<file path="config.mk">
export PLATFORM = sky130hd
export DESIGN_NAME = glue_and_strap_logic
export DESIGN_NICKNAME = d
export VERILOG_FILES = /design/src/glue_pkg.sv /design/src/glue_sync_if.sv /design/src/glue_and_strap_logic.sv /design/src/glue_sync.sv /design/src/strap_capture.sv
export VERILOG_INCLUDE_DIRS = /design/src /design/src/src
export SDC_FILE = /design/constraint.sdc
export NUM_CORES = 1
export LEC_CHECK = 0
export BUFFER_PORTS_ARGS = -buffer_cell sky130_fd_sc_hd__buf_4
export CAP_MARGIN = 5
export CORE_ASPECT_RATIO = 1.5
export CORE_MARGIN = 3
export CORE_UTILIZATION = 35
export CTS_BUF_LIST = sky130_fd_sc_hd__clkbuf_8 sky130_fd_sc_hd__clkbuf_16
export DETAILED_ROUTE_END_ITERATION = 10
export PLACE_DENSITY = 0.64
export SYNTH_ARGS = -nofsm -noshare
export SYNTH_HDL_FRONTEND = slang
export SYNTH_SLANG_ARGS = --single-unit
</file>
<file path="constraint.sdc">
create_clock -name i_clk -period 2.25 [get_ports i_clk]
set_input_delay 0.225 -clock i_clk [delete_from_list [all_inputs] [get_ports i_clk]]
set_output_delay 0.225 -clock i_clk [all_outputs]
set_load 0.03 [all_outputs]
</file>
<file path="src/glue_params.svh">
`ifndef GLUE_PARAMS_SVH
`define GLUE_PARAMS_SVH

// Configuration index/data pair bases
`define CFG_BASE_HIGH 8'h2E
`define CFG_BASE_LOW 8'h4E
// Input vector field positions
`define IN_SUPPLY_GOOD 0
`define IN_PANEL_RESET_N 1
`define IN_CPU_PRESENT_N 2
`define IN_PRIMARY_N 3
`define IN_SECONDARY_N 4
`define IN_SCSI_N 5
`define IN_COUNT 6
// Strap vector positions and width
`define STRAP_BASE 0
`define STRAP_FLOAT_N 1
`define STRAP_TEST_N 2
`define STRAP_COUNT 3
// Reset values of the output flops
`define RST_LED_N 1'b1
`define RST_SUPPLY_REQ_N 1'b1

`endif

</file>
<file path="src/glue_pkg.sv">
package glue_pkg;
	typedef enum logic [2:0] {
		PIN_NORMAL = 3'b001,
		PIN_FLOAT = 3'b010,
		PIN_XOR_TREE = 3'b100
	} pin_mode_t;
endpackage

</file>
<file path="src/glue_sync_if.sv">
`timescale 1ns/1ps
interface glue_sync_if;
	logic [5:0] raw;
	logic [5:0] synced;
	modport src (output raw, input synced);
	modport sync (input raw, output synced);
endinterface

</file>
<file path="src/glue_and_strap_logic.sv">
// What this block does
// RULE1 - LED pulled low while any of the three drive inputs is low.
// RULE2 - Supply request driven low for on, released high for off.
// RULE3 - Power-good out only with supply good and panel button released.
// RULE4 - Low on panel reset input means button pressed.
// RULE5 - Low on processor-present input means a processor is installed.
// RULE6 - Socket clock gate disables socket clock when supply not valid.
// RULE7 - Base strap high gives 2Eh-2Fh, low gives 4Eh-4Fh.
// RULE8 - Float strap low at power-up floats all outputs.
// RULE9 - Test strap low at power-up selects XOR tree mode.
// RULE10 - XOR tree of all pins presented on the tree output; code trees synced inputs, shared port and supply request, not straps.
// RULE11 - Board never straps float and test low together.
// RULE12 - Codec enable shares the pin with general-purpose port 14.
// RULE13 - Straps captured at power-up reset and held afterward.
// RULE14 - Asynchronous inputs synchronised before use.
`timescale 1ns/1ps
`include "glue_params.svh"
module glue_and_strap_logic (
	input wire logic i_clk,
	input wire logic i_rst_n,
	input wire logic i_supply_on_req,
	input wire logic i_supply_good_in,
	input wire logic i_panel_button_reset_n,
	input wire logic i_cpu_present_n,
	input wire logic i_primary_drive_busy_n,
	input wire logic i_secondary_drive_busy_n,
	input wire logic i_scsi_drive_busy_n,
	input wire logic i_cfg_base_select_strap,
	input wire logic i_float_all_strap_n,
	input wire logic i_xor_test_strap_n,
	input wire logic i_shared_gp_port,
	input wire logic i_shared_gp_port_oe_n,
	output logic o_drive_activity_led_n,
	output logic o_drive_activity_led_oe_n,
	output logic o_main_supply_request_n,
	output logic o_main_supply_request_oe_n,
	output logic o_system_good_out,
	output logic o_system_good_out_oe_n,
	output logic o_socket_clock_gate,
	output logic o_socket_clock_gate_oe_n,
	output logic o_cpu_installed,
	output logic o_codec_enable_in,
	output logic o_shared_gp_port_out,
	output logic o_shared_gp_port_oe_n,
	output logic [7:0] o_cfg_index_addr,
	output logic [7:0] o_cfg_data_addr,
	output glue_pkg::pin_mode_t o_pin_mode,
	output logic o_straps_valid,
	output logic o_xor_tree_out
);
	import glue_pkg::*;

	//--------------------------------------------------------------
	// Input synchronisation and strap capture
	//--------------------------------------------------------------
	glue_sync_if sync_bus ();
	logic [`IN_COUNT-1:0] in_s;
	logic [`STRAP_COUNT-1:0] straps;
	logic straps_done;
	logic supply_req_s1_q;
	logic supply_req_s2_q;
	logic gp_s1_q;
	logic gp_s2_q;

	// Pack the asynchronous pins for the synchroniser
	assign sync_bus.raw = {i_scsi_drive_busy_n, i_secondary_drive_busy_n,
		i_primary_drive_busy_n, i_cpu_present_n, i_panel_button_reset_n,
		i_supply_good_in};
	assign in_s = sync_bus.synced; // see RULE14

	glue_sync u_sync (
		.i_clk(i_clk),
		.i_rst_n(i_rst_n),
		.bus(sync_bus)
	);

	strap_capture u_straps (
		.i_clk(i_clk),
		.i_rst_n(i_rst_n),
		.i_straps({i_xor_test_strap_n, i_float_all_strap_n, i_cfg_base_select_strap}),
		.o_captured(straps),
		.o_done(straps_done)
	);

	// Supply request and shared port come from other logic domains
	always_ff @(posedge i_clk or negedge i_rst_n) begin
		if (!i_rst_n) begin
			supply_req_s1_q <= 1'b0;
			supply_req_s2_q <= 1'b0;
			gp_s1_q <= 1'b1;
			gp_s2_q <= 1'b1;
		end else begin
			supply_req_s1_q <= i_supply_on_req;
			supply_req_s2_q <= supply_req_s1_q;
			gp_s1_q <= i_shared_gp_port;
			gp_s2_q <= gp_s1_q;
		end
	end

	//--------------------------------------------------------------
	// Functional values and pin mode
	//--------------------------------------------------------------
	logic led_n;
	logic supply_req_n;
	logic sys_good;
	logic sock_gate;
	logic float_mode;
	logic xor_mode;
	logic xor_d;

	// Any active-low drive input lights the LED
	assign led_n = in_s[`IN_PRIMARY_N] & in_s[`IN_SECONDARY_N]
		& in_s[`IN_SCSI_N]; // see RULE1
	// Active low means on
	assign supply_req_n = ~supply_req_s2_q; // see RULE2
	// Button pressed is a low level and blocks power-good
	assign sys_good = in_s[`IN_SUPPLY_GOOD] & in_s[`IN_PANEL_RESET_N]; // see RULE3 see RULE4
	// Gate high enables the socket clock; low whenever supply invalid
	assign sock_gate = in_s[`IN_SUPPLY_GOOD]; // see RULE6

	// Float wins if the board breaks the strap pairing
	assign float_mode = ~straps[`STRAP_FLOAT_N]; // see RULE8 see RULE11
	assign xor_mode = ~straps[`STRAP_TEST_N] & ~float_mode; // see RULE9

	// Tree of the synced inputs, shared port and supply request (no straps), sampled through synchronisers
	assign xor_d = ^{in_s, gp_s2_q, supply_req_s2_q}; // see RULE10

	//--------------------------------------------------------------
	// Registered outputs
	//--------------------------------------------------------------
	// Pin values; open-drain pins drive low only via enable
	always_ff @(posedge i_clk or negedge i_rst_n) begin
		if (!i_rst_n) begin
			o_drive_activity_led_n <= `RST_LED_N;
			o_main_supply_request_n <= `RST_SUPPLY_REQ_N;
			o_system_good_out <= 1'b0;
			o_socket_clock_gate <= 1'b0;
			o_cpu_installed <= 1'b0;
			o_codec_enable_in <= 1'b1;
			o_shared_gp_port_out <= 1'b1;
			o_xor_tree_out <= 1'b0;
		end else begin
			o_drive_activity_led_n <= led_n;
			o_main_supply_request_n <= supply_req_n;
			o_system_good_out <= sys_good;
			o_socket_clock_gate <= sock_gate;
			o_cpu_installed <= ~in_s[`IN_CPU_PRESENT_N]; // see RULE5
			o_codec_enable_in <= gp_s2_q; // see RULE12
			o_shared_gp_port_out <= gp_s2_q;
			o_xor_tree_out <= xor_mode & xor_d; // see RULE10
		end
	end

	// Output enables (low = driving); float releases all
	always_ff @(posedge i_clk or negedge i_rst_n) begin
		if (!i_rst_n) begin
			o_drive_activity_led_oe_n <= 1'b1;
			o_main_supply_request_oe_n <= 1'b1;
			o_system_good_out_oe_n <= 1'b1;
			o_socket_clock_gate_oe_n <= 1'b1;
			o_shared_gp_port_oe_n <= 1'b1;
		end else if (float_mode || !straps_done) begin // see RULE8
			o_drive_activity_led_oe_n <= 1'b1;
			o_main_supply_request_oe_n <= 1'b1;
			o_system_good_out_oe_n <= 1'b1;
			o_socket_clock_gate_oe_n <= 1'b1;
			o_shared_gp_port_oe_n <= 1'b1;
		end else begin
			// Open-drain LED, supply request and gate: enable only when pulling low; good out always driven
			o_drive_activity_led_oe_n <= led_n;
			o_main_supply_request_oe_n <= supply_req_n; // see RULE2
			o_system_good_out_oe_n <= 1'b0;
			o_socket_clock_gate_oe_n <= sock_gate; // see RULE6
			o_shared_gp_port_oe_n <= i_shared_gp_port_oe_n;
		end
	end

	// Captured configuration, held until next reset
	always_ff @(posedge i_clk or negedge i_rst_n) begin
		if (!i_rst_n) begin
			o_cfg_index_addr <= `CFG_BASE_HIGH;
			o_cfg_data_addr <= `CFG_BASE_HIGH + 8'h01;
			o_pin_mode <= PIN_NORMAL;
			o_straps_valid <= 1'b0;
		end else begin
			o_straps_valid <= straps_done; // see RULE13
			if (straps[`STRAP_BASE]) begin // see RULE7
				o_cfg_index_addr <= `CFG_BASE_HIGH;
				o_cfg_data_addr <= `CFG_BASE_HIGH + 8'h01;
			end else begin
				o_cfg_index_addr <= `CFG_BASE_LOW;
				o_cfg_data_addr <= `CFG_BASE_LOW + 8'h01;
			end
			if (float_mode) begin
				o_pin_mode <= PIN_FLOAT;
			end else if (xor_mode) begin
				o_pin_mode <= PIN_XOR_TREE;
			end else begin
				o_pin_mode <= PIN_NORMAL;
			end
		end
	end
endmodule

</file>
<file path="src/glue_sync.sv">
`timescale 1ns/1ps
`include "glue_params.svh"
module glue_sync (
	input wire logic i_clk,
	input wire logic i_rst_n,
	glue_sync_if.sync bus
);
	logic [`IN_COUNT-1:0] meta_q;
	logic [`IN_COUNT-1:0] sync_q;

	// Two-stage synchroniser per input; reset to inactive levels
	genvar g;
	generate
		for (g = 0; g < `IN_COUNT; g++) begin : g_bit
			always_ff @(posedge i_clk or negedge i_rst_n) begin
				if (!i_rst_n) begin
					meta_q[g] <= (g == `IN_SUPPLY_GOOD) ? 1'b0 : 1'b1;
					sync_q[g] <= (g == `IN_SUPPLY_GOOD) ? 1'b0 : 1'b1;
				end else begin
					meta_q[g] <= bus.raw[g];
					sync_q[g] <= meta_q[g];
				end
			end
		end
	endgenerate

	assign bus.synced = sync_q;
endmodule

</file>
<file path="src/strap_capture.sv">
`timescale 1ns/1ps
`include "glue_params.svh"
module strap_capture (
	input wire logic i_clk,
	input wire logic i_rst_n,
	input wire logic [`STRAP_COUNT-1:0] i_straps,
	output logic [`STRAP_COUNT-1:0] o_captured,
	output logic o_done
);
	logic [`STRAP_COUNT-1:0] meta_q;
	logic [`STRAP_COUNT-1:0] sync_q;
	logic [`STRAP_COUNT-1:0] cap_q;
	logic [1:0] armed_q;
	logic done_q;

	// Synchronise strap pins; reset value mirrors pull-up default
	always_ff @(posedge i_clk or negedge i_rst_n) begin
		if (!i_rst_n) begin
			meta_q <= 3'h7;
			sync_q <= 3'h7;
		end else begin
			meta_q <= i_straps;
			sync_q <= meta_q;
		end
	end

	// Two-cycle arm so the reset value has left the sync pipe before the latch
	always_ff @(posedge i_clk or negedge i_rst_n) begin
		if (!i_rst_n) begin
			armed_q <= 2'h0;
			done_q <= 1'b0;
			cap_q <= 3'h7;
		end else begin
			armed_q <= {armed_q[0], 1'b1};
			if (armed_q[1] && !done_q) begin
				cap_q <= sync_q;
				done_q <= 1'b1;
			end
		end
	end

	assign o_captured = cap_q;
	assign o_done = done_q;
endmodule

</file>
### Word level (Yosys, flattened, before mapping)

Index checks and enable logic that the tools add are counted.

* register bits after elaboration: 60
* bits in latches: 0
* RAM bits: 0
* ROM bits: 0
* output and inout bits: 33
* logic and storage cells: 59
* memories: 0

* add/subtract/negate cells: 0
* multiply operators: 0
* divide/modulo/power cells: 0
* $lt $le $gt $ge: 0
* eq/ne operators: 0
* shift operators: 0
* muxes and demuxes: 9
* bitwise operators: 9
* reductions and logical operators: 4

Operators with widths (count)
* two-way mux 7 bit: 2
* XOR reduction 8 bit: 1
* two-way mux 3 bit: 2
* AND 1 bit: 5
* two-way mux 1 bit: 5
* inverter 1 bit: 4
* logical AND 1 bit: 1
* zero test 1 bit: 1
* logical OR 1 bit: 1

### Logic depth before layout (Yosys ltp)

Gate-level depths: netlist of the first run.

* depth after elaboration: 4
* gate-level depth with buffers: 4

### Cells and area by module

Synthesis of the first run repeated with hierarchy kept, for this count alone.

* cell total of the unflattened synthesis: 87
* area total of the unflattened synthesis: 1524.0 um^2

By module, submodules not included
* glue_and_strap_logic: times used 1, cells an instance 57, area an instance 830.8 um^2, seq. area each 565.5 um^2
* strap_capture: times used 1, cells an instance 18, area an instance 380.4 um^2, seq. area each 311.5 um^2
* glue_sync: times used 1, cells an instance 12, area an instance 312.8 um^2, seq. area each 312.8 um^2

### Least setup slack after synthesis of the first run

Ideal clock, no wire load.

* path kind: register to register
* start point: register u_sync.sync_q[1], in the netlist u_sync.bus.synced[1]
* end point: register o_xor_tree_out
* arrival time: 1.368 ns
* data required time: 2.170 ns
* path slack: 0.801 ns
* cell stages (with the launch flop): 5
* buffers on the path: 0
* period minus slack after synthesis: 1.449 ns
* cells stage by stage: dfstp_2 > ha_1 > xnor2_2 > xnor3_1 > nor3_2

* word-level cells in the longest chain between the ends: 2

RTL lines
* start: declaration: line glue_sync.sv:9 `` logic [`IN_COUNT-1:0] sync_q; ``
* start signal: indexed assignment: line glue_sync.sv:18 `` sync_q[g] <= (g == `IN_SUPPLY_GOOD) ? 1'b0 : 1'b1; ``
* start signal: indexed assignment: line glue_sync.sv:21 `sync_q[g] <= meta_q[g];`
* XOR reduction 8 bit: line glue_and_strap_logic.sv:126 `assign xor_d = ^{in_s, gp_s2_q, supply_req_s2_q};`
* AND 1 bit: line glue_and_strap_logic.sv:150 `o_xor_tree_out <= xor_mode & xor_d;`
* end signal: assignment: line glue_and_strap_logic.sv:150
* end: declaration: line glue_and_strap_logic.sv:49 `output logic o_xor_tree_out`

No other way between the ends.
A chain may end at the register's enable or synchronous reset.

### Final worst setup path of the first run

Same ends and word-level chain as after synthesis.

==> metrics.md, run 1 <==
| Metric | Value |
|---|---|
| Slew headroom | 65.12% |
| Placement Cell Area | 1750 sq um |
| Hpwl dp | roughly 1500 microns |
| Hold slack final | 0.03857 ns |
| Combinational share of power | 12.7% |
| Synth Cell Area | roughly 1500 sq um |
| Tot GR Track Use | 8.999% |
| Final instance area | 1877 sq um |
| Post-place setup slack | 0.7304 ns |
| Fill cells | 370 |
| Fin Setup TNS | 0 ns |
| Initial antenna violation count | 0 |
| Status | completed |
| Max-Cap Viols | 0 |
| Slew Limit Fails | 0 |
| Flops & latches, synth | 46 |
| DR DRC count | 0 |
| Avg WL per Cell | between 10 and 15 microns |
| Cell count after synthesis | 88 |
| Fin. Hold Viols | 0 |
| Critical path class | reg -> reg |
| Flop pwr share | 53.3% |
| Seq/Total Area, Yosys | 78.79% |
| Worst Max-Slew Pin Slew | roughly 0.52 ns |
| Yosys warns | 0 |
| H-tree depth | 2 |
| I/O Buffers | 34 |
| Die area | 5155 sq um |
| Total CTS buffers | 5 |
| Clk sinks | 46 |
| Worst reg2reg path depth | 4 |
| # diodes | 0 |
| Drt first pass iters | 3 |
| Critical R2R Capture | o_xor_tree_out |
| DR iter-0 viols | 9 |
| Share of layout cells above drive strength 1 | between 50 and 60% |
| Chip width | roughly 60 microns |
| Reg2reg start | u_sync.bus.synced[1] |
| LEAKAGE | between 0.8 and 0.9 nW |
| DRT Wirelength | approximately 2000 microns |
| Worst setup margin | about 0.72 ns |
| Min cycle time layout | 1.526 ns |
| First-pass GRT wire length | 3332 microns |
| Crit. End Element | flop |
| Hold Crit Class | in -> reg |
| HP Start | i_panel_button_reset_n |
| Hold-critical path depth | 1 |
| Clk_skew | 0.006740 ns |
| Postcts setup bufs | 0 |
| Startpoint types | flop |
| Sw Share | 22.95% |
| Core Box Area | 4064 sq um |
| Root Driver | clkbuf_8 |
| Endpoints failing setup | 0 |
| Height of the die | approximately 86 microns |
| Overflow after GRT | 0 |
| Max Freq | roughly 660 MHz |
| P_int | 1.350 mW |
| P_sw | 402.1 uW |
| Clock network fraction of design power | 34.0% |
| Max Fanout on Critical Path | 1 |
| Post-synthesis average cell area | 17.16 sq um |
| Vias per cell | between 3 and 4 |
| NumNets Final | around 140 |
| Synth unique cells | 20 |
| Row count | 28 |
| Via count | 683 |
| Post-route ant nets | 0 |
| Max IR drop VDD | 0.5656 mV |
| Pwr Density | 933.4 nW/um^2 |
| Unrepaired setup endpoints after global routing | false |
| R2r setup slk | 0.72 ns |
| Worst skew pair latency | around 0.29 ns |
| Largest net degree at the start of global routing | 47 |
| Initial Utilization | ~37% |
| CP arrival | 1.74 ns |
| CTS max path bufs | 2 |
| Worst hold path endpoint | u_sync.meta_q[1] |
| Vias in the first global route | just over 700 |
| CTS tree | yes |
| Tcrit/Tclk final | 67.80% |
| Gp weighted congestion | approximately 0.71 |
| Worst-path clk slew | about 0.080 ns |
| Area growth, synth to finish | 24.28% |
| Io pins | 47 |
| Critical Path RT | ~2.5 ns |
[synthesized netlist by cell type]
cell type	number	area, sq um
xor2_2	1	16.27
inv_2	1	3.750
mux2_1	1	11.26
buf_4	15	112.6
nor3_2	1	10.01
ha_1	1	12.51
dfrtp_1	15	375.4
nor2b_1	1	6.260
and3_1	1	6.260
dfstp_2	31	814.5
and2_1	1	6.260
nor2_1	1	3.750
inv_1	3	11.26
xnor2_2	1	16.27
conb_1	2	7.510
or2_1	4	25.02
nand2_1	3	11.26
nand3_1	1	5.000
xnor3_1	2	45.04
o21ai_1	2	10.01
[layer usage]
| metal | vias to the layer above | wire length, microns | global-route usage (%) |
|---|---|---|---|
| li1 | 315 | - | - |
| met1 | 340 | 579 | 8.167 |
| met2 | 23 | 1245 | 16.22 |
| met3 | 5 | 146 | 2.832 |
| met4 | 0 | 40 | 6.048 |
| met5 | - | 0 | 0 |
[worst max-delay path, stage by stage, from the launching register on]
cell     delay [ns]
dfstp_2        0.53
ha_1           0.24
xnor2_2        0.16
xnor3_1        0.41
nor3_2         0.11
[worst max-delay path by stage]
stage                              start              to  slack [ns]
floorplan           u_sync.bus.synced[1]  o_xor_tree_out        0.80
global placement    u_sync.bus.synced[1]  o_xor_tree_out        0.78
detailed placement  u_sync.bus.synced[1]  o_xor_tree_out        0.73
CTS                 u_sync.bus.synced[1]  o_xor_tree_out        0.71
global route        u_sync.bus.synced[1]  o_xor_tree_out        0.65
finish              u_sync.bus.synced[1]  o_xor_tree_out        0.72
[kinds of logic (layout without fill, tap and decap cells)]
logic type / Yosys count / count (layout) / share of synthesized area, %
buffers and inverters: 19 / 47 / 8.451
adder cells (fa/ha/maj): 1 / 1 / 0.8284
multiplexers: 1 / 1 / 0.7456
flip-flops: 46 / 46 / 78.79
other: 2 / 13 / 0.4973
AND/OR/NAND/NOR: 13 / 13 / 4.888
XOR/XNOR: 4 / 4 / 5.137
AO/OA/AOI/OAI: 2 / 2 / 0.6628
[cells in the final DEF, fill, tap and decap left out]
master / n
and2_1: 1
and3_1: 1
buf_4: 34
bufinv_16: 1
clkbuf_8: 6
conb_1: 13
dfrtp_1: 15
dfstp_2: 31
dlygate4sd3_1: 1
ha_1: 1
inv_1: 4
inv_2: 1
mux2_1: 1
nand2_1: 3
nand3_1: 1
nor2_1: 1
nor2b_1: 1
nor3_2: 1
o21ai_1: 2
or2_1: 4
xnor2_2: 1
xnor3_1: 2
xor2_2: 1
[final cells by class]
class | instances | area [sq um] | share of cell area [%]
clock inverter | 2 | 33.78 | 1.800
clock buffer | 6 | 82.58 | 4.400
sequential | 46 | 1190 | 63.40
multi-input combinational | 34 | 234.0 | 12.47
timing repair buffer | 35 | 265.3 | 14.13
tap | 45 | 56.30 | 3.000
inverter | 4 | 15.01 | 0.8000
[timing repair]
item / CTS / global route
resized for setup: 0 / 0
hold endpoints to repair: 15 / 0
hold buffers: 1 / 0
endpoints found under the setup margin: 0 / 0
[flip-flops by register name, summed over array words and instances (netlist names), 2 cells and up]
register             flops
o_pin_mode               3
u_straps.sync_q          3
u_sync.meta_q            6
u_straps.o_captured      3
u_straps.meta_q          3
u_sync.bus.synced        6
u_straps.armed_q         2
o_cfg_index_addr         2
[power groups by stage]
stage          registers, mW  clock network, mW  logic [mW]
2_1_floorplan          0.997                  0       0.105
3_3_place_gp           0.946                  0       0.221
3_5_place_dp           0.949                  0       0.225
4_1_cts                0.935              0.623       0.227
5_1_grt                0.941              0.658       0.237
6_report               0.933              0.595       0.223
[through the flow]
stage               total power, mW  instances  util [%]
detailed placement            1.174        163     43.07
CTS                           1.784        172     46.18
floorplan                     1.102         99         -
finish                        1.752        172     46.18
global route                  1.835        172     46.18
global placement              1.167        163     43.07
(Power assumes the default switching activity.)
==> run 2, diff against run 1 <==
PLACE_DENSITY = 0.66   (was 0.64)
clock period = 1.4 ns   (was 2.25 ns; I/O delays follow)
==> metrics.md, run 2 (synthesized netlist as in run 1, its figures left out) <==
| Metric | Value |
|---|---|
| Status | complete, but fails checks |
| Failing checks | negative setup slack |
| Fill cells | 358 |
| Placement Cell Area | 1758 sq um |
| Post-route ant nets | 0 |
| Worst setup margin | -0.05734 ns |
| Largest net degree at the start of global routing | 47 |
| HP Start | i_shared_gp_port_oe_n |
| Hold Crit Class | in -> reg |
| NumNets Final | between 150 and 200 |
| Gp weighted congestion | 0.6681 |
| CTS tree | yes |
| Critical path class | reg -> reg |
| Worst skew pair latency | 0.29 ns |
| DR DRC count | 0 |
| Initial Utilization | 37.16% |
| Fin. Hold Viols | 0 |
| Critical R2R Capture | o_xor_tree_out |
| Worst Max-Slew Pin Slew | 0.5310 ns |
| Avg WL per Cell | 10.85 microns |
| Crit-path cells | xnor3_1 -> xnor3_1 -> nor3_2 |
| Clk_skew | 0.004138 ns |
| Area growth, synth to finish | 30.65% |
| Register Area | 1190 sq um |
| Endpoints failing setup | 1 |
| WP buf/inv | 0 |
| Max IR drop VDD | 1.101 mV |
| Hpwl dp | 1431 microns |
| Core Box Area | 4064 sq um |
| Unrepaired setup endpoints after global routing | true |
| Initial antenna violation count | 0 |
| Height of the die | 86.45 microns |
| CP arrival | 1.67 ns |
| Clk sinks | 46 |
| Chip width | 59.64 microns |
| Pwr Density | 1355 nW/um^2 |
| Largest delay share family, worst path | XOR/XNOR gates |
| Max-Cap Viols | 0 |
| Commonest non-fill, non-tap cells in the layout | buf_4, dfstp_2, dfrtp_1 |
| Highest-delay cell along the critical path | dfstp_2 |
| Die area | 5155 sq um |
| Overflow after GRT | 0 |
| Row count | 28 |
| CTS resizes | 0 |
| Crit. End Element | flop |
| CTS max path bufs | 2 |
| Startpoint types | flop |
| Final core occ | between 40% and 50% |
| Fin Setup TNS | -0.05734 ns |
| R2r setup slk | -0.06 ns |
| DR iter-0 viols | 5 |
| Most numerous cell on the critical path | xnor3_1 |
| H-tree depth | 2 |
| First-pass GRT wire length | 3125 microns |
| LEAKAGE | 0.9060 nW |
| Final instance area | 1973 sq um |
| Worst reg2reg path depth | 3 |
| Vias in the first global route | 679 |
| Hold slack final | 0.03835 ns |
| Max Fanout on Critical Path | 2 |
| Multi-input logic area | 234.0 sq um |
| Most common cell after layout, fill and taps aside | buf_4 |
| Worst hold path endpoint | o_shared_gp_port_oe_n |
| Slew Limit Fails | 0 |
| Worst-path clk slew | 0.08 ns |
| Hold-critical path depth | 2 |
| Share of layout cells above drive strength 1 | 56.12% |
| Io pins | 47 |
| Postcts setup bufs | 0 |
| Largest incremental delay on the critical path | 0.54 ns |
| Min cycle time layout | 1.457 ns |
| Tot GR Track Use | 8.604% |
| DRT Wirelength | 1997 microns |
| Root Driver | clkbuf_8 |
| Vias per cell | 3.946 |
| Slew headroom | between 60 and 70% |
| Tcrit/Tclk final | 104.1% |
| I/O Buffers | 34 |
| Drt first pass iters | 4 |
| Max Freq | 686.2 MHz |
| Critical Path RT | roughly 1.6 ns |
| # diodes | 0 |
| Power, Total | approximately 2.7 mW |
| Total CTS buffers | 5 |
| Via count | 726 |
| Reg2reg start | u_sync.bus.synced[5] |
[run 2: cell types whose count changed in the layout (fill, tap and decap cells not counted), sizes merged]
| cell | previous run | this run |
|---|---|---|
| clkinv | 0 | 1 |
| dlygate4sd3 | 1 | 12 |
| buf | 34 | 35 |
| inv | 5 | 4 |
| bufinv | 1 | 0 |
| clkinvlp | 0 | 1 |
[run 2: worst max path at each step]
stage	slack [ns]	cells past startpoint	endpoint	startpoint
after CTS	-0.08	3	o_xor_tree_out	u_sync.bus.synced[3]
after global placement	-0.01	3	o_xor_tree_out	u_sync.bus.synced[3]
final	-0.06	3	o_xor_tree_out	u_sync.bus.synced[5]
after detailed placement	-0.08	3	o_xor_tree_out	u_sync.bus.synced[3]
after floorplan	0.001	3	o_xor_tree_out	u_sync.bus.synced[3]
after global routing	-0.11	3	o_xor_tree_out	u_sync.bus.synced[5]
[run 2: cell type report]
| class | instances | area share, % |
|---|---|---|
| Clock buffer | 6 | 4.185 |
| Clock inverter | 2 | 0.6341 |
| Inverter | 4 | 0.7609 |
| Multi-Input combinational cell | 34 | 11.86 |
| Sequential cell | 46 | 60.30 |
| Tap cell | 45 | 2.854 |
| Timing Repair Buffer | 47 | 19.40 |
[run 2: through the flow]
step	instances	setup slack, ns
3_5_place_dp	164	-0.07668
4_1_cts	184	-0.07848
3_3_place_gp	164	-0.01120
2_1_floorplan	99	0.001054
5_1_grt	184	-0.1076
6_report	184	-0.05734
[run 2: what timing repair did]
| action | CTS | global route |
|---|---|---|
| hold buffers | 12 | 0 |
| hold endpoints to repair | 26 | 0 |
| endpoints found under the setup margin | 1 | 1 |
| pin swaps | 0 | 1 |
[run 2: metal layers]
| layer | GRT usage (%) | vias up | routed length [microns] |
|---|---|---|---|
| li1 | - | 338 | - |
| met1 | 8.774 | 357 | 703 |
| met2 | 13.43 | 27 | 1079 |
| met3 | 4.173 | 4 | 172 |
| met4 | 6.048 | 0 | 41 |
| met5 | 0 | - | 0 |
[run 2: power breakdown]
part / switching [mW] / leakage (nW) / internal [mW]
Clock: 0.398 / 0.0472 / 0.396
Combinational: 0.228 / 0.362 / 0.155
Sequential: 0.0376 / 0.497 / 1.46
